$ cat config.mk
export PLATFORM = sky130hd
export DESIGN_NAME = udb_serial_buffer
export DESIGN_NICKNAME = d
export VERILOG_FILES = /design/src/pkg/udb_pkg.sv /design/src/hdl/udb_baud_timer.sv /design/src/hdl/udb_serial_buffer.sv
export SDC_FILE = /design/constraint.sdc
export NUM_CORES = 1
export LEC_CHECK = 0
export BUFFER_PORTS_ARGS = -buffer_cell sky130_fd_sc_hd__buf_4
export CORE_ASPECT_RATIO = 0.7
export CORE_UTILIZATION = 56
export DETAILED_ROUTE_END_ITERATION = 10
export MAX_ROUTING_LAYER = met4
export PLACE_DENSITY = 0.79
export SKIP_LAST_GASP = 1
export SLEW_MARGIN = 20
export SYNTH_ARGS = -nofsm -noshare
export SYNTH_HDL_FRONTEND = slang
export SYNTH_HIERARCHICAL = 1
export SYNTH_SLANG_ARGS = --single-unit
export TNS_END_PERCENT = 50
$ cat constraint.sdc
create_clock -name mclk -period 2.3 [get_ports mclk]
set_input_delay 0.23 -clock mclk [delete_from_list [all_inputs] [get_ports mclk]]
set_output_delay 0.23 -clock mclk [all_outputs]
set_load 0.03 [all_outputs]
$ cat src/pkg/udb_pkg.sv
// constants for the serial data buffer and its baud timer
package udb_pkg;
  localparam logic [7:0] SERIAL_DATA_BUFFER_ADDR = 8'h99;  // data buffer on page zero
  localparam logic [3:0] SFR_PAGE_ZERO           = 4'h0;   // page holding the buffer
  localparam logic [7:0] SERIAL_DATA_BUFFER_RST  = 8'h00;  // buffer reset value
  localparam logic [7:0] TIMER_RST               = 8'h00;  // timer count reset value
  localparam logic [1:0] PRESCALE_DIV12          = 2'h0;   // system clock / 12
  localparam logic [1:0] PRESCALE_DIV4           = 2'h1;   // system clock / 4
  localparam logic [1:0] PRESCALE_DIV48          = 2'h2;   // system clock / 48
  localparam logic [1:0] PRESCALE_EXT8           = 2'h3;   // external clock / 8
  localparam logic [5:0] DIV12_LAST              = 6'd11;  // last prescaler count, /12
  localparam logic [5:0] DIV4_LAST               = 6'd3;   // last prescaler count, /4
  localparam logic [5:0] DIV48_LAST              = 6'd47;  // last prescaler count, /48
  localparam logic [2:0] EXT8_LAST               = 3'd7;   // last external edge count, /8
  localparam logic [7:0] TIMER_TOP               = 8'hff;  // count that overflows
  localparam logic [3:0] DATA_BITS_LAST          = 4'd7;   // index of the eighth data bit
endpackage

$ cat src/hdl/udb_baud_timer.sv
// prescaler and 8-bit reloading baud timer, one pulse per overflow
`timescale 1ns/1ps
module udb_baud_timer (
  input  wire logic       mclk,
  input  wire logic       arst_n,
  input  wire logic [1:0] timer_prescale_select,
  input  wire logic       timer_one_clock_select,
  input  wire logic       external_clock_input,
  input  wire logic [7:0] timer_reload_value,
  output logic            overflow_pulse
);
  logic [5:0] pre_cnt_r;   // system clock prescaler
  logic [5:0] pre_last;    // last count for the chosen divide
  logic       ext_prev_r;  // previous external clock level
  logic [2:0] ext_cnt_r;   // external rising edge counter
  logic       ext_rise;    // external clock rising edge
  logic       pre_tick;    // prescaler output pulse
  logic       tmr_tick;    // timer count enable
  logic [7:0] tmr_cnt_r;   // baud timer count

  // choose the divide for the system clock prescaler
  always_comb begin
    case (timer_prescale_select)
      udb_pkg::PRESCALE_DIV12: pre_last = udb_pkg::DIV12_LAST;
      udb_pkg::PRESCALE_DIV4:  pre_last = udb_pkg::DIV4_LAST;
      udb_pkg::PRESCALE_DIV48: pre_last = udb_pkg::DIV48_LAST;
      default:                 pre_last = udb_pkg::DIV48_LAST;
    endcase
  end

  assign ext_rise = external_clock_input & ~ext_prev_r;
  // prescaler pulse: system clock divides, or every eighth external edge
  assign pre_tick = (timer_prescale_select == udb_pkg::PRESCALE_EXT8)
                    ? (ext_rise && ext_cnt_r == udb_pkg::EXT8_LAST)
                    : (pre_cnt_r == pre_last);
  // direct system clock overrides the prescaler
  assign tmr_tick = timer_one_clock_select | pre_tick;

  // system clock prescaler counter
  always_ff @(posedge mclk or negedge arst_n) begin
    if (!arst_n) begin
      pre_cnt_r <= '0;
    end else if (pre_cnt_r >= pre_last) begin
      pre_cnt_r <= '0;
    end else begin
      pre_cnt_r <= pre_cnt_r + 6'd1;
    end
  end

  // external clock edge counter
  always_ff @(posedge mclk or negedge arst_n) begin
    if (!arst_n) begin
      ext_prev_r <= 1'b0;
      ext_cnt_r  <= '0;
    end else begin
      ext_prev_r <= external_clock_input;
      if (ext_rise) begin
        ext_cnt_r <= ext_cnt_r + 3'd1;
      end
    end
  end

  // reloading timer; overflow pulse is registered
  always_ff @(posedge mclk or negedge arst_n) begin
    if (!arst_n) begin
      tmr_cnt_r      <= udb_pkg::TIMER_RST;
      overflow_pulse <= 1'b0;
    end else begin
      overflow_pulse <= 1'b0;
      if (tmr_tick) begin
        if (tmr_cnt_r == udb_pkg::TIMER_TOP) begin
          tmr_cnt_r      <= timer_reload_value;
          overflow_pulse <= 1'b1;
        end else begin
          tmr_cnt_r <= tmr_cnt_r + 8'd1;
        end
      end
    end
  end

  // timer counts every cycle when fed directly
  property p_direct_clock;
    @(posedge mclk) disable iff (!arst_n)
    timer_one_clock_select && tmr_cnt_r != udb_pkg::TIMER_TOP
      |=> tmr_cnt_r == $past(tmr_cnt_r) + 8'd1;
  endproperty
  a_direct_clock: assert property (p_direct_clock) else $error("timer missed a direct tick");

  // divide by four spaces prescaler pulses four cycles apart
  property p_div4;
    @(posedge mclk) disable iff (!arst_n)
    (timer_prescale_select == udb_pkg::PRESCALE_DIV4)[*5] ##0 pre_tick
      |=> !pre_tick ##1 !pre_tick ##1 !pre_tick;
  endproperty
  a_div4: assert property (p_div4) else $error("divide by four spacing wrong");

  // overflow reloads the timer with the reload value
  property p_reload;
    @(posedge mclk) disable iff (!arst_n)
    tmr_tick && tmr_cnt_r == udb_pkg::TIMER_TOP
      |=> overflow_pulse && tmr_cnt_r == $past(timer_reload_value);
  endproperty
  a_reload: assert property (p_reload) else $error("timer did not reload");

  c_ext8: cover property (@(posedge mclk) disable iff (!arst_n)
    timer_prescale_select == udb_pkg::PRESCALE_EXT8 && overflow_pulse);
endmodule // udb_baud_timer

$ cat src/hdl/udb_serial_buffer.sv
// serial data buffer: transmit shifter, receive latch, flags, baud timing
//
// Behaviour
// - one address maps to transmit and receive
// - buffer write loads shifter and starts frame
// - buffer read returns receive latch only
// - eight bits, bit 7 most significant
// - prescale select picks 12, 4, 48, external/8
// - clock select bit bypasses the prescaler
// - transmit flag at stop bit, software clears
// - receive flag at stop sampling, software clears
// - receive only while receive enable set
`timescale 1ns/1ps
module udb_serial_buffer (
  input  wire logic       mclk,
  input  wire logic       arst_n,
  input  wire logic [3:0] sfr_page,
  input  wire logic [7:0] sfr_addr,
  input  wire logic       sfr_wr,
  input  wire logic       sfr_rd,
  input  wire logic [7:0] sfr_wdata,
  output logic      [7:0] sfr_rdata,
  input  wire logic [1:0] timer_prescale_select,
  input  wire logic       timer_one_clock_select,
  input  wire logic       external_clock_input,
  input  wire logic [7:0] timer_reload_value,
  input  wire logic       frame_length_select,
  input  wire logic       tx_ninth_bit,
  input  wire logic       receive_enable_bit,
  input  wire logic       transmit_flag_clear,
  input  wire logic       receive_flag_clear,
  input  wire logic       rx_line,
  output logic            tx_line,
  output logic            transmit_complete_flag,
  output logic            receive_complete_flag,
  output logic            rx_ninth_bit
);
  typedef enum logic [2:0] {UDB_IDLE, UDB_START, UDB_DATA, UDB_NINTH, UDB_STOP} udb_state_t;

  logic       ovf;            // baud timer overflow pulse
  logic       buf_hit;        // access decodes to the data buffer
  logic       buf_wr;         // software write to the buffer
  logic       buf_rd;         // software read of the buffer
  udb_state_t tx_state_r;     // transmit sequencer
  logic [7:0] tx_shift_r;     // transmit shift register
  logic [3:0] tx_idx_r;       // data bit index
  logic       tx_half_r;      // first of two overflows in a bit
  logic       tx_bit_end;     // end of a transmit bit time
  udb_state_t rx_state_r;     // receive sequencer
  logic [7:0] rx_shift_r;     // receive shift register
  logic [7:0] rx_latch_r;     // receive latch read by software
  logic [3:0] rx_idx_r;       // receive bit index
  logic       rx_half_r;      // first of two overflows in a bit
  logic       rx_prev_r;      // previous receive line level
  logic       rx_sample;      // sampling instant
  logic       tc_set;         // transmit flag set event
  logic       rc_set;         // receive flag set event

  udb_baud_timer u_baud (
    .mclk                   (mclk),
    .arst_n                 (arst_n),
    .timer_prescale_select  (timer_prescale_select),
    .timer_one_clock_select (timer_one_clock_select),
    .external_clock_input   (external_clock_input),
    .timer_reload_value     (timer_reload_value),
    .overflow_pulse         (ovf)
  );

  // one address, two storage elements
  assign buf_hit    = sfr_page == udb_pkg::SFR_PAGE_ZERO
                      && sfr_addr == udb_pkg::SERIAL_DATA_BUFFER_ADDR;
  assign buf_wr     = buf_hit && sfr_wr;
  assign buf_rd     = buf_hit && sfr_rd;
  assign tx_bit_end = ovf && tx_half_r;   // two overflows per bit
  assign rx_sample  = ovf && rx_half_r;
  // transmit flag: leaving last data bit (8-bit) or ninth bit (9-bit)
  assign tc_set = tx_bit_end && ((tx_state_r == UDB_DATA && tx_idx_r == udb_pkg::DATA_BITS_LAST
                  && !frame_length_select) || tx_state_r == UDB_NINTH);
  assign rc_set = rx_state_r == UDB_STOP && rx_sample;

  // read data: receive latch on a buffer read, zero otherwise
  always_ff @(posedge mclk or negedge arst_n) begin
    if (!arst_n) begin
      sfr_rdata <= udb_pkg::SERIAL_DATA_BUFFER_RST;
    end else begin
      sfr_rdata <= buf_rd ? rx_latch_r : 8'h00;
    end
  end

  // transmit sequencer; a write restarts a frame at once
  always_ff @(posedge mclk or negedge arst_n) begin
    if (!arst_n) begin
      tx_state_r <= UDB_IDLE;
      tx_shift_r <= udb_pkg::SERIAL_DATA_BUFFER_RST;
      tx_idx_r   <= '0;
      tx_half_r  <= 1'b0;
      tx_line    <= 1'b1;
    end else if (buf_wr) begin
      tx_shift_r <= sfr_wdata;
      tx_state_r <= UDB_START;
      tx_idx_r   <= '0;
      tx_half_r  <= 1'b0;
      tx_line    <= 1'b0;      // start bit goes out now
    end else begin
      if (ovf) begin
        tx_half_r <= ~tx_half_r;
      end
      if (tx_bit_end) begin
        case (tx_state_r)
          UDB_START: begin
            tx_state_r <= UDB_DATA;
            tx_line    <= tx_shift_r[0];
          end
          UDB_DATA: begin
            if (tx_idx_r == udb_pkg::DATA_BITS_LAST) begin
              tx_state_r <= frame_length_select ? UDB_NINTH : UDB_STOP;
              tx_line    <= frame_length_select ? tx_ninth_bit : 1'b1;
            end else begin
              tx_line <= tx_shift_r[1];
            end
            tx_shift_r <= {1'b0, tx_shift_r[7:1]};
            tx_idx_r   <= tx_idx_r + 4'd1;
          end
          UDB_NINTH: begin
            tx_state_r <= UDB_STOP;
            tx_line    <= 1'b1;
          end
          UDB_STOP: tx_state_r <= UDB_IDLE;
          default:  tx_state_r <= UDB_IDLE;
        endcase
      end
    end
  end

  // receive sequencer: start on falling edge, sample mid-bit
  always_ff @(posedge mclk or negedge arst_n) begin
    if (!arst_n) begin
      rx_state_r   <= UDB_IDLE;
      rx_shift_r   <= '0;
      rx_latch_r   <= udb_pkg::SERIAL_DATA_BUFFER_RST;
      rx_idx_r     <= '0;
      rx_half_r    <= 1'b0;
      rx_prev_r    <= 1'b1;
      rx_ninth_bit <= 1'b0;
    end else begin
      rx_prev_r <= rx_line;
      if (!receive_enable_bit) begin
        rx_state_r <= UDB_IDLE;
      end else begin
        if (ovf) begin
          rx_half_r <= ~rx_half_r;
        end
        case (rx_state_r)
          UDB_IDLE: begin
            if (rx_prev_r && !rx_line) begin
              rx_state_r <= UDB_START;
              rx_half_r  <= 1'b1;  // first overflow lands near mid-bit
            end
          end
          UDB_START: begin
            if (rx_sample) begin
              rx_state_r <= rx_line ? UDB_IDLE : UDB_DATA; // drop false starts
              rx_idx_r   <= '0;
            end
          end
          UDB_DATA: begin
            if (rx_sample) begin
              rx_shift_r <= {rx_line, rx_shift_r[7:1]};
              rx_idx_r   <= rx_idx_r + 4'd1;
              if (rx_idx_r == udb_pkg::DATA_BITS_LAST) begin
                rx_state_r <= frame_length_select ? UDB_NINTH : UDB_STOP;
              end
            end
          end
          UDB_NINTH: begin
            if (rx_sample) begin
              rx_ninth_bit <= rx_line;
              rx_state_r   <= UDB_STOP;
            end
          end
          UDB_STOP: begin
            if (rx_sample) begin
              rx_latch_r <= rx_shift_r;
              if (!frame_length_select) begin
                rx_ninth_bit <= rx_line;  // stop level in 8-bit mode
              end
              rx_state_r <= UDB_IDLE;
            end
          end
          default: rx_state_r <= UDB_IDLE;
        endcase
      end
    end
  end

  // sticky flags; a set in the clearing cycle wins
  always_ff @(posedge mclk or negedge arst_n) begin
    if (!arst_n) begin
      transmit_complete_flag <= 1'b0;
      receive_complete_flag  <= 1'b0;
    end else begin
      if (tc_set) begin
        transmit_complete_flag <= 1'b1;
      end else if (transmit_flag_clear) begin
        transmit_complete_flag <= 1'b0;
      end
      if (rc_set && receive_enable_bit) begin
        receive_complete_flag <= 1'b1;
      end else if (receive_flag_clear) begin
        receive_complete_flag <= 1'b0;
      end
    end
  end

  // a read returns the receive latch, not the written byte
  property p_read_latch;
    @(posedge mclk) disable iff (!arst_n)
    buf_rd |=> sfr_rdata == $past(rx_latch_r);
  endproperty
  a_read_latch: assert property (p_read_latch) else $error("read did not return latch");

  // a write begins the start bit on the next cycle
  property p_write_starts;
    @(posedge mclk) disable iff (!arst_n)
    buf_wr |=> tx_state_r == UDB_START && !tx_line && tx_shift_r == $past(sfr_wdata);
  endproperty
  a_write_starts: assert property (p_write_starts) else $error("write did not start frame");

  // other addresses never start a frame
  property p_decode;
    @(posedge mclk) disable iff (!arst_n)
    sfr_wr && !buf_hit && tx_state_r == UDB_IDLE |=> tx_state_r == UDB_IDLE;
  endproperty
  a_decode: assert property (p_decode) else $error("foreign address started frame");

  // data leaves least significant bit first
  property p_lsb_first;
    @(posedge mclk) disable iff (!arst_n)
    tx_bit_end && tx_state_r == UDB_START && !buf_wr |=> tx_line == $past(tx_shift_r[0]);
  endproperty
  a_lsb_first: assert property (p_lsb_first) else $error("first data bit wrong");

  // transmit flag rises only as the stop bit begins
  property p_tc_rise;
    @(posedge mclk) disable iff (!arst_n)
    $rose(transmit_complete_flag) |-> tx_state_r == UDB_STOP && tx_line;
  endproperty
  a_tc_rise: assert property (p_tc_rise) else $error("transmit flag set early");

  // receive flag rises with the latch update at stop sampling
  property p_rc_rise;
    @(posedge mclk) disable iff (!arst_n)
    $rose(receive_complete_flag) |-> $past(rc_set) && rx_state_r == UDB_IDLE;
  endproperty
  a_rc_rise: assert property (p_rc_rise) else $error("receive flag set without frame");

  // disabled receiver stays idle and never raises the flag
  property p_rx_disabled;
    @(posedge mclk) disable iff (!arst_n)
    !receive_enable_bit ##1 !receive_enable_bit
      |-> rx_state_r == UDB_IDLE && !$rose(receive_complete_flag);
  endproperty
  a_rx_disabled: assert property (p_rx_disabled) else $error("receiver active while off");

  c_tx_frame: cover property (@(posedge mclk) disable iff (!arst_n) tc_set);
  c_rx_frame: cover property (@(posedge mclk) disable iff (!arst_n) rc_set);
  c_nine_bit: cover property (@(posedge mclk) disable iff (!arst_n)
    frame_length_select && rx_state_r == UDB_NINTH);
  c_clear_race: cover property (@(posedge mclk) disable iff (!arst_n)
    tc_set && transmit_flag_clear);
endmodule // udb_serial_buffer

# ---- Yosys cells after proc, flatten, opt, wreduce, memory -nomap -nowiden
# Index checks and enable logic that the tools add are counted.
dict set report word_totals {
  ff_bits 72
  input_bits 42
  output_inout_bits 12
  elab_cells 140
}
dict set report op_classes {
  add_sub_neg 5
  order_cmp 1
  n_eq_ne 27
  mux 48
  n_bitwise 5
  n_reduce_logical 34
}
# cell n
set ops {}
lappend ops {{two-way mux 8 bit} 5}
lappend ops {{two-way mux 3 bit} 11}
lappend ops {{two-way mux 4 bit} 5}
lappend ops {{two-way mux 1 bit} 19}
lappend ops {{!= test 3 bit (second input constant)} 6}
lappend ops {{== test 8 bit (second input constant)} 2}
lappend ops {{case mux 3 bit (5 select lines)} 1}
lappend ops {{nonzero test 2 bit} 7}
lappend ops {{== test 3 x 2 -> 1 bit (second input constant)} 4}
lappend ops {{logical AND 1 bit} 12}
lappend ops {{case mux 6 bit (2 select lines)} 1}
lappend ops {{!= test 2 bit (second input constant)} 5}
lappend ops {{case mux 3 bit (3 select lines)} 1}
lappend ops {{adder 4 x 1 -> 4 bit (second input constant)} 2}
lappend ops {{adder 8 x 1 -> 8 bit (second input constant)} 1}
lappend ops {{== test 4 x 3 -> 1 bit (second input constant)} 2}
lappend ops {{case mux 4 bit (2 select lines)} 1}
lappend ops {{adder 6 x 1 -> 6 bit (second input constant)} 1}
lappend ops {{== test 3 x 1 -> 1 bit (second input constant)} 2}
lappend ops {{== test 3 bit (second input constant)} 2}
lappend ops {{== test 6 bit} 1}
lappend ops {{greater-or-equal comparator 6 bit} 1}
lappend ops {{two-way mux 6 bit} 1}
lappend ops {{AND reduction 2 bit} 3}
lappend ops {{20 further kinds} 24}

# ---- Depth between registers and ports, before layout
# Gate-level depths: netlist (run 1).
dict set report logic_depth {
  depth_word 6
  mapped_depth 6
  depth_no_buf 6
}

# ---- By module
# Netlist (run 1), hierarchy kept.
# mod instances cells_each area_per_inst_um2 seq_area_each_um2
set modules_own_cells {}
lappend modules_own_cells {udb_serial_buffer 1 208 2412.3 1328.8}
lappend modules_own_cells {udb_baud_timer 1 96 1068.5 475.5}

# ---- Worst setup path after synthesis (run 1)
# No wires, ideal clock.
dict set report synth_path {
  path_type {register to register}
  startpoint {register u_baud.pre_cnt_r[3]}
  endpoint {register u_baud.tmr_cnt_r[6]}
  setup_ns 0.128
  t_arrival_ns 1.547
  required_time_ns 2.172
  setup_slack_ns 0.626
  path_stages_with_launch 6
  n_path_buf 0
  period_less_slack_ns 1.674
  path_cell_list {dfrtp_1 -> ha_1 -> and4b_1 -> nand3_4 -> a211oi_2 -> mux2_1}
}
dict set report synth_via {
  elab_chain_cells 3
}
# item line_no
set synth_lines {}
lappend synth_lines {{start, declared} udb_baud_timer.sv:12} ;# logic [5:0] pre_cnt_r;
lappend synth_lines {{start signal, assigned} udb_baud_timer.sv:46} ;# pre_cnt_r <= pre_cnt_r + 6'd1;
lappend synth_lines {{== test 6 bit} udb_baud_timer.sv:35} ;# : (pre_cnt_r == pre_last);
lappend synth_lines {{two-way mux 1 bit} udb_baud_timer.sv:34} ;# ? (ext_rise && ext_cnt_r == udb_pkg::EXT8_LAST)
lappend synth_lines {{OR 1 bit} udb_baud_timer.sv:37} ;# assign tmr_tick = timer_one_clock_select | pre_tick;
lappend synth_lines {{end signal, assigned} udb_baud_timer.sv:66} ;# tmr_cnt_r <= udb_pkg::TIMER_RST;
lappend synth_lines {{end signal, assigned} udb_baud_timer.sv:72} ;# tmr_cnt_r <= timer_reload_value;
lappend synth_lines {{end signal, assigned} udb_baud_timer.sv:75} ;# tmr_cnt_r <= tmr_cnt_r + 8'd1;
lappend synth_lines {{end, declared} udb_baud_timer.sv:19} ;# logic [7:0] tmr_cnt_r;
# No other way between the ends.
# A chain may end at the register's enable or synchronous reset.

# ---- Worst setup path after layout (run 1)
dict set report layout_path {
  startpoint {register u_baud.tmr_cnt_r[0]}
  endpoint {register u_baud.tmr_cnt_r[1]}
}
dict set report layout_via {
  elab_chain_cells 2
  word_cells_on_any_way 3
  classes_between {add/sub: 1; eq/ne: 1; mux: 1}
}
# item line_no
set layout_lines {}
lappend layout_lines {{adder 8 x 1 -> 8 bit / == test 8 bit (equally long branches)} {udb_baud_timer.sv:75, udb_baud_timer.sv:71}}
lappend layout_lines {{two-way mux 8 bit *} udb_baud_timer.sv:71} ;# if (tmr_cnt_r == udb_pkg::TIMER_TOP) begin
# Every way passes the cells marked *; elsewhere a longest branch is shown, timed or not.

==> impl_metrics.py, run 1 <==
metrics = {
    "status": {
        "status": "complete, but fails checks",
        "violations": "negative hold slack",
    },
    "power": {
        "power_leakage_uw": 0.00187,
        "power.density_nw_per_um2": 775,
        "peakVddDrop_mv": 0.701,
    },
    "detailed_routing": {
        "drt-met1-wl_mm": 3.20,
        "wl_mm": 6.72,
        "num_vias": 2476,
        "dr.pass1.iters": 4,
        "wl_met3_um": 367,
        "dr_wl_met2_mm": 3.06,
        "wl_per_cell_um": 15.1,
        "drtIter0Drc": 259,
        "drcViolationCount": 0,
        "avgViaCountPerCell": 5.55,
        "maxUsedRoutingLayer": "met4",
        "ant_nets": 0,
    },
    "die": {
        "initial_core_util": 0.593,
        "io_pins": 54,
        "placement_rows": 23,
        "core-area_um2": 5870,
        "dieArea_um2": 6540,
        "die_h_um": 68.0,
        "die_x_um": 96.2,
    },
    "timing": {
        "fmax_ghz": 0.531,
        "slew_viol_final": 0,
        "setup_violations": 0,
        "fin_skew_ps": 6.14,
        "finalHoldViolCount": 3,
        "tns_ps": 0,
        "rsz0062_at_grt": "no",
        "post-route-period-util": 0.819,
        "fin_hold_ws_ps": -3.65,
        "tightest_slew_ps": 892,
        "slew_headroom": 0.405,
        "period_minus_slack_ps": 1880,
    },
    "worst_setup_path": {
        "r2r_cells": 5,
        "start_kind": "register",
        "arrival_ps": 2130,
        "r2r_start": "u_baud/tmr_cnt_r[0]",
        "cp_max_fo": 6,
        "r2r_setup_slack_ps": 420,
        "criticalPathCategory": "register to register",
        "regToRegEndpoint": "u_baud/tmr_cnt_r[1]",
        "end_kind": "register",
        "worst_ep_required_time_ps": 2540,
    },
    "grt": {
        "grt_pass1_vias": 2313,
        "grt_pass1_wl_mm": 10.9,
        "grt_start_max_net_pins": 73,
        "grt_overflow_total": 0,
        "antenna_found_initial": 0,
        "grtUsageTotal": 0.235,
    },
    "final_layout": {
        "fin_area_um2": 4150,
        "n_antenna_cell": 0,
        "nets": 418,
        "instances_no_fill": 446,
        "drive_above_1_share": 0.286,
        "fill_cells": 446,
        "multiInputGateArea_um2": 1610,
        "fin_util": 0.707,
        "area_delta_synth_final_pct": 19.2,
        "regArea_um2": 1800,
    },
    "logic_synthesis": {
        "yosysSeqAreaShare": 0.518,
        "ys.flop_type": "dfrtp_1",
        "synthesis.area_um2": 3480,
        "synth_edf_count": 0,
        "synth-seq-cells": 72,
        "synth_top_area_frac": 0.503,
        "synth_most_common_cell": "dfrtp_1",
        "synth_top_area_cell": "dfrtp_1",
        "synthesis.nets": 356,
        "synth_cells": 304,
        "async_flop_share": 1.00,
        "synth_common_cells": "dfrtp_1, nor2_1, a21oi_1",
        "yosys_warnings": 6,
        "synth_cell_types": 63,
        "synth.avg_cell_area_um2": 11.5,
        "synthTopCellsByArea": "dfrtp_1, mux2_2, ha_1",
    },
    "cts": {
        "hold_buffers": 2,
        "tritoncts": "done",
        "clk_latency_ps": 360,
        "numCtsBuffers": 9,
        "cts.sinks": 72,
        "htree_levels": 3,
        "cts-root-buf": "clkbuf_8",
        "cts.repair.resized": 0,
        "cts_max_path_buffers": 2,
        "clk_pin_slew_ps": 70,
        "cts_setup_buffers": 0,
    },
    "placement": {
        "numPortBuffers": 53,
        "place_hpwl_mm": 4.74,
        "dpl_cell_area_um2": 3960,
        "place.detailed.instances": 428,
        "gp_congestion": 0.825,
    },
    "min_path": {
        "hp-class": "primary input to async pin",
    },
    "job": {
        "max-cap-violations": 0,
    },
}
## routing by layer
layer | vias to the layer above | global-route usage
met4 | 0 | 0.0765
met3 | 9 | 0.0844
met2 | 61 | 0.338
met5 | - | -
met1 | 1182 | 0.311
li1 | 1224 | -
## kinds of logic after synthesis
logic type / count (synthesis) / synth area share
mux: 32 / 0.100
xor+xnor: 9 / 0.0226
fa+ha+maj: 10 / 0.0359
buf+inv: 15 / 0.0201
compound gates: 65 / 0.125
simple gates: 101 / 0.178
flops: 72 / 0.518
## worst max-delay path by stage
| stage | startpoint | end | slack (ps) |
|---|---|---|---|
| floorplan | u_baud/pre_cnt_r[3] | u_baud/tmr_cnt_r[6] | 630 |
| detailed placement | u_baud/tmr_cnt_r[0] | u_baud/tmr_cnt_r[1] | 440 |
| global placement | timer_prescale_select[0] | u_baud/tmr_cnt_r[6] | 520 |
| CTS | u_baud/tmr_cnt_r[0] | u_baud/tmr_cnt_r[1] | 430 |
| finish | u_baud/tmr_cnt_r[0] | u_baud/tmr_cnt_r[1] | 420 |
| global route | u_baud/tmr_cnt_r[0] | u_baud/tmr_cnt_r[1] | 320 |
## flip-flops by register name, indices dropped and copies added, names as in the netlist, 3 cells and up
| register | count |
|---|---|
| rx_latch_r | 8 |
| rx_shift_r | 8 |
| sfr_rdata | 8 |
| tx_shift_r | 8 |
| u_baud/tmr_cnt_r | 8 |
| u_baud/pre_cnt_r | 6 |
| rx_idx_r | 4 |
| tx_idx_r | 4 |
| rx_state_r | 3 |
| tx_state_r | 3 |
| u_baud/ext_cnt_r | 3 |
## cell usage in the layout, fill, tap and decap left out, drive strengths merged, types with 6 or more instances in the layout
master,netlist,routed
clkbuf,3,9
xnor2,6,6
mux2i,9,9
a21oi,21,21
dfrtp,70,70
o21ai,17,17
inv,8,8
buf,4,56
clkinv,0,6
ha,10,10
nand3,8,8
mux2,23,23
nor2,29,29
nand2,20,20
and2,10,10
## stage by stage
stage / hold WS, ps / setup WS, ps / total power [µW]
floorplan: -65.6 / 626 / 2120
global placement: 352 / 522 / 2320
detailed placement: 360 / 443 / 2350
CTS: 23.8 / 434 / 3230
global route: 54.2 / 324 / 3410
finish: -3.65 / 415 / 3210
## where the power goes
part	switching, µW	total [µW]	internal (µW)
clock network	481	871	390
registers	210	1670	1460
logic	332	669	337
## critical path, cell delays in order (launching register included)
cell     delay [ps]
dfrtp_1         420
ha_1            250
nand3_2         160
nor2_2          290
mux2_1          360
mux2_1          290
## cell type report
| cell class | instances | area share |
|---|---|---|
| multi-input cells | 217 | 0.387 |
| well taps | 75 | 0.0226 |
| flip-flops and latches | 72 | 0.435 |
| clock inverters | 7 | 0.0118 |
| inverters | 8 | 0.00724 |
| clock buffers | 9 | 0.0299 |
| repair buffers | 58 | 0.106 |
No activity file was read; power rests on OpenSTA's default activity.
==> run 2, diff against run 1 <==
- CORE_UTILIZATION: 56 -> 51
- PLACE_DENSITY: 0.79 -> 0.76
- clock period: 2.3 -> 1.7 ns (I/O delays scaled with it)
==> run 2 against run 1 <==
Effect of this change:
- the run ends with negative setup slack left
- power grew 39%
- clock skew grew 5.2 ps
- combinational power rose by 55%
- maximum frequency grew 8.9%
- via count up 2.2%
- first-iteration DRC count decreased by 65%
==> impl_metrics.py, run 2 (synthesized netlist as in run 1, its figures left out) <==
metrics = {
    "status": {
        "status": "complete, but fails checks",
        "violations": "negative setup slack",
    },
    "worst_setup_path": {
        "worst-path-stages": 5,
        "r2r_setup_slack_ps": -30,
        "slowest_stage": "dfrtp_1",
        "path_delay_family": "flip-flops",
        "start_kind": "register",
        "end_kind": "register",
        "arrival_ps": 1950,
        "r2r_start": "u_baud/pre_cnt_r[3]",
        "criticalPathCategory": "register to register",
        "regToRegEndpoint": "u_baud/tmr_cnt_r[6]",
        "worst_ep_required_time_ps": 1920,
        "path_cells": "ha_4 > and4b_1 > nand3_4 > a211oi_2 > mux2_4",
        "r2r_cells": 5,
        "path_buf_inv": 0,
        "cp_max_fo": 8,
        "max_stage_delay_ps": 420,
    },
    "detailed_routing": {
        "drt-met1-wl_mm": 3.37,
        "maxUsedRoutingLayer": "met4",
        "ant_nets": 0,
        "dr.pass1.iters": 4,
        "drcViolationCount": 0,
        "avgViaCountPerCell": 5.28,
        "num_vias": 2531,
        "drtIter0Drc": 90,
        "dr_wl_met2_mm": 3.03,
        "wl_met3_um": 148,
        "wl_mm": 6.60,
        "wl_per_cell_um": 13.8,
    },
    "final_layout": {
        "drive_above_1_share": 0.317,
        "n_antenna_cell": 0,
        "fill_cells": 511,
        "area_delta_synth_final_pct": 24.6,
        "final_cell_mix": "buf_4, dfrtp_1, nor2_1",
        "nets": 435,
        "fin_util": 0.678,
    },
    "cts": {
        "clk_pin_slew_ps": 80,
        "numCtsBuffers": 9,
        "cts_max_path_buffers": 2,
        "cts-root-buf": "clkbuf_8",
        "cts.sinks": 72,
        "tritoncts": "done",
        "clk_latency_ps": 330,
        "htree_levels": 3,
    },
    "die": {
        "placement_rows": 24,
        "die_x_um": 101,
        "dieArea_um2": 7160,
        "core-area_um2": 6400,
        "io_pins": 54,
        "initial_core_util": 0.544,
        "die_h_um": 71.1,
    },
    "timing": {
        "tns_ps": -30.0,
        "finalHoldViolCount": 0,
        "setup_violations": 1,
        "rsz0062_at_grt": "yes",
        "fmax_ghz": 0.578,
        "slew_viol_final": 0,
        "fin_skew_ps": 11.4,
        "post-route-period-util": 1.02,
        "worst_slack_ps": -30.0,
        "period_minus_slack_ps": 1730,
        "slew_headroom": 0.700,
        "tightest_slew_ps": 447,
    },
    "power": {
        "peakVddDrop_mv": 0.495,
        "p_sw_frac": 0.312,
        "intPower_uw": 3070,
        "p_seq_frac": 0.506,
        "power.density_nw_per_um2": 1030,
        "power.switching_uw": 1390,
        "comb_power_share": 0.234,
        "clkPwrFrac": 0.260,
        "power_leakage_uw": 0.00195,
    },
    "grt": {
        "grt_pass1_wl_mm": 11.1,
        "antenna_found_initial": 0,
        "grt_start_max_net_pins": 49,
        "grtUsageTotal": 0.208,
        "grt_overflow_total": 0,
        "grt_pass1_vias": 2381,
    },
    "placement": {
        "dp_slack_ps": -58.0,
        "gp_congestion": 0.834,
        "place_hpwl_mm": 4.88,
        "numPortBuffers": 53,
    },
    "min_path": {
        "min_to": "transmit_complete_flag",
        "holdCritStartpoint": "transmit_flag_clear",
        "holdPathStages": 2,
        "hp-class": "primary input to register",
    },
    "job": {
        "max-cap-violations": 0,
    },
}
-- run 2: changes by cell type in the layout (fill, tap and decap cells not counted), sizes merged --
cell and delta:
dlygate4sd3 +1, buf +16, clkinvlp +3, clkbuf +1, inv +1, clkinv -5
-- run 2: metrics by stage --
| stage | cells | power (µW) | hold WS (ps) | cell area, µm² |
|---|---|---|---|---|
| after floorplan | 304 | 2870 | -126 | 3480 |
| after global placement | 459 | 3240 | 103 | 4110 |
| after detailed placement | 459 | 3290 | 101 | 4110 |
| after CTS | 478 | 4470 | 16.8 | 4310 |
| after global routing | 479 | 4740 | 19.6 | 4340 |
| final | 479 | 4460 | 30.6 | 4340 |
-- run 2: worst register-to-register path: stages, from the launching register on --
cell and delay [ps]:
dfrtp_1 420, ha_4 280, and4b_1 230, nand3_4 130
a211oi_2 260, mux2_4 310
-- run 2: cell type report --
type / instances / area (µm²) / area share
flip-flops and latches: 72 / 1800 / 0.416
multi-input cells: 217 / 1620 / 0.374
repair buffers: 75 / 596 / 0.137
clock buffers: 10 / 128 / 0.0294
well taps: 91 / 114 / 0.0262
clock inverters: 6 / 43.8 / 0.0101
inverters: 8 / 30.0 / 0.00692
-- run 2: how the worst max path moves through the flow --
stage / startpoint / to / slack [ps]
after floorplan: u_baud/pre_cnt_r[3] / u_baud/tmr_cnt_r[6] / 30
after global placement: timer_prescale_select[0] / u_baud/tmr_cnt_r[6] / -30
after detailed placement: timer_prescale_select[0] / u_baud/tmr_cnt_r[6] / -60
after CTS: u_baud/pre_cnt_r[3] / u_baud/tmr_cnt_r[6] / -9
after global routing: u_baud/pre_cnt_r[3] / u_baud/tmr_cnt_r[6] / -80
final: u_baud/pre_cnt_r[3] / u_baud/tmr_cnt_r[6] / -30
-- run 2: metal layers --
metal,up-vias,track usage
li1,1268,-
met5,-,-
met3,5,0.0474
met4,0,0.0531
met2,33,0.298
met1,1225,0.300
-- run 2: power groups by stage --
stage	logic [µW]	clock network (µW)	registers [µW]
final	1040	1160	2250
after global routing	1180	1270	2300
after CTS	1030	1200	2240
after detailed placement	1020	0	2270
after global placement	979	0	2260
after floorplan	641	0	2230
-- run 2: repair_timing --
| item | CTS | global route |
|---|---|---|
| pin swaps | 3 | 2 |
| endpoints found under the hold margin | 26 | 0 |
| gates cloned | 0 | 0 |
| endpoints found under the setup margin | 3 | 7 |
| buffers inserted | 0 | 1 |
| hold buffers | 3 | 0 |
| gates resized for setup | 0 | 2 |
==> run 3, diff against run 2 <==
- GPL_TIMING_DRIVEN: not set -> 0
- SYNTH_HIERARCHICAL: 1 -> not set
- TNS_END_PERCENT: 50 -> 30
==> run 3 against run 2 <==
Effect of this change:
- the flow still finishes with violations (negative setup slack)
- die area shrank 1.3%
- cell count down 0.63%
- sequential share of layout area up 0.30 points
- worst setup slack improved by 13 ps
- global-route usage increased by 1.1 points
- routed wire length up 3.9%
- maximum frequency up 0.78%
==> impl_metrics.py, run 3 <==
metrics = {
    "detailed_routing": {
        "wl_mm": 6.86,
        "ant_nets": 0,
        "wl_per_cell_um": 14.4,
        "drcViolationCount": 0,
        "dr.pass1.iters": 4,
        "drtIter0Drc": 128,
        "num_vias": 2541,
        "avgViaCountPerCell": 5.34,
    },
    "min_path": {
        "hp-class": "primary input to register",
        "min_to": "receive_complete_flag",
        "holdCritStartpoint": "receive_flag_clear",
        "holdPathStages": 2,
    },
    "worst_setup_path": {
        "path_cells": "ha_4 > and4b_4 > a31oi_4 > a21boi_2 > mux2_4",
        "path_buf_inv": 0,
        "worst_ep_required_time_ps": 1930,
        "slowest_stage": "dfrtp_1",
        "criticalPathCategory": "register to register",
        "path_delay_family": "flip-flops",
        "r2r_setup_slack_ps": -20,
        "max_stage_delay_ps": 410,
        "start_kind": "register",
        "cp_max_fo": 6,
        "worst-path-stages": 5,
        "arrival_ps": 1950,
        "end_kind": "register",
        "r2r_cells": 5,
        "regToRegEndpoint": "u_baud.tmr_cnt_r[2]",
        "r2r_start": "u_baud.pre_cnt_r[5]",
        "crit_start": "u_baud.pre_cnt_r[5]",
    },
    "timing": {
        "setup_violations": 1,
        "rsz0062_at_grt": "yes",
        "slew_headroom": 0.407,
        "fin_skew_ps": 9.06,
        "fmax_ghz": 0.583,
        "tightest_slew_ps": 890,
        "period_minus_slack_ps": 1720,
        "slew_viol_final": 0,
        "worst_slack_ps": -16.5,
        "finalHoldViolCount": 0,
        "post-route-period-util": 1.01,
    },
    "final_layout": {
        "drive_above_1_share": 0.299,
        "nets": 432,
        "instances_no_fill": 476,
        "n_antenna_cell": 0,
        "area_delta_synth_final_pct": 25.4,
        "fin_area_um2": 4310,
        "final_common_cell": "dfrtp_1",
        "final_cell_mix": "dfrtp_1, buf_4, nor2_1",
    },
    "logic_synthesis": {
        "yosys_warnings": 0,
        "synth_top_area_cell": "dfrtp_1",
        "synthesis.area_um2": 3430,
        "synthTopCellsByArea": "dfrtp_1, mux2_2, a21oi_1",
        "synth_edf_count": 0,
        "synth_most_common_cell": "dfrtp_1",
        "synth_cells": 307,
        "synthesis.nets": 359,
        "async_flop_share": 1.00,
        "synth_common_cells": "dfrtp_1, nor2_1, a21oi_1",
        "yosysSeqAreaShare": 0.526,
        "ys.flop_type": "dfrtp_1",
        "synth_top_area_frac": 0.510,
        "synth_cell_types": 54,
        "synth.avg_cell_area_um2": 11.2,
        "synth-seq-cells": 72,
    },
    "power": {
        "p_sw_frac": 0.281,
        "power_leakage_uw": 0.00200,
        "power.switching_uw": 1330,
        "power.density_nw_per_um2": 1100,
        "peakVddDrop_mv": 0.788,
        "clkPwrFrac": 0.348,
        "comb_power_share": 0.194,
        "p_seq_frac": 0.459,
        "intPower_uw": 3400,
    },
    "grt": {
        "antenna_found_initial": 0,
        "grt_start_max_net_pins": 73,
        "grt_overflow_total": 0,
        "grtUsageTotal": 0.219,
        "grt_pass1_vias": 2391,
        "grt_pass1_wl_mm": 11.5,
    },
    "status": {
        "violations": "negative setup slack",
        "status": "complete, but fails checks",
    },
    "job": {
        "max-cap-violations": 0,
    },
    "placement": {
        "place_hpwl_mm": 4.64,
        "numPortBuffers": 53,
        "dpl_cell_area_um2": 3950,
        "gp_congestion": 0.873,
        "place.detailed.instances": 451,
    },
    "cts": {
        "htree_levels": 3,
        "clk_pin_slew_ps": 80,
        "cts.sinks": 72,
        "cts_max_path_buffers": 2,
        "cts-root-buf": "clkbuf_8",
        "numCtsBuffers": 9,
        "tritoncts": "done",
        "clk_latency_ps": 350,
    },
    "die": {
        "placement_rows": 24,
        "die_x_um": 100,
        "io_pins": 54,
        "core-area_um2": 6370,
        "dieArea_um2": 7070,
        "initial_core_util": 0.539,
        "die_h_um": 70.6,
    },
}
[run 3: worst max path at each step]
stage	end	slack (ps)
final	u_baud.tmr_cnt_r[2]	-20
after global routing	tx_shift_r[2]	-70
after CTS	rx_shift_r[7]	-3
after detailed placement	rx_shift_r[7]	-160
after global placement	u_baud.tmr_cnt_r[2]	-110
after floorplan	u_baud.tmr_cnt_r[2]	10
[run 3: what timing repair did]
item	4_1_cts	5_1_grt
resized for setup	4	3
hold buffers	4	0
hold endpoints to repair	73	0
pin swaps	2	0
buffers inserted	5	0
setup endpoints to repair	15	29
[run 3: worst register-to-register path, stage by stage (launching register included)]
cell and delay [ps]:
dfrtp_1 410, ha_4 280, and4b_4 250, a31oi_4 120, a21boi_2 230, mux2_4 310
[run 3: layout make-up]
| class | count | area, µm² |
|---|---|---|
| Clock buffer | 9 | 124 |
| Multi-Input combinational cell | 216 | 1580 |
| Tap cell | 91 | 114 |
| Buffer | 6 | 46.3 |
| Inverter | 13 | 48.8 |
| Timing Repair Buffer | 62 | 475 |
| Fill cell | 507 | 2060 |
| Sequential cell | 72 | 1800 |
| Clock inverter | 7 | 119 |
[run 3: per-stage QoR]
step	TNS (ps)	hold slack (ps)	worst slack [ps]	power [µW]	util
after floorplan	0	-126	11.7	2760	-
after global placement	-1100	288	-115	2990	0.620
after detailed placement	-1970	290	-165	3050	0.620
after CTS	-5.82	2.40	-3.03	4750	0.674
after global routing	-593	5.40	-71.4	4990	0.676
final	-16.5	19.7	-16.5	4740	0.676
[run 3: routing by layer]
layer / global-route usage / vias to the layer above / share of wire
met3: 0.0583 / 6 / 0.038
li1: - / 1253 / -
met4: 0.0757 / 0 / 0.0071
met5: - / - / 0
met1: 0.302 / 1237 / 0.50
met2: 0.316 / 45 / 0.46
[run 3: power groups by stage]
stage               clock (µW)  sequential (µW)  combinational, µW
finish                    1650             2170                918
global route              1760             2200               1040
floorplan                    0             2160                602
detailed placement           0             2200                845
global placement             0             2190                803
CTS                       1680             2160                908
[run 3: cells by family after synthesis]
kind of cell,synth area share
flops,0.526
simple gates,0.171
buf+inv,0.0277
mux,0.0922
xor+xnor,0.0230
compound gates,0.125
fa+ha+maj,0.0364
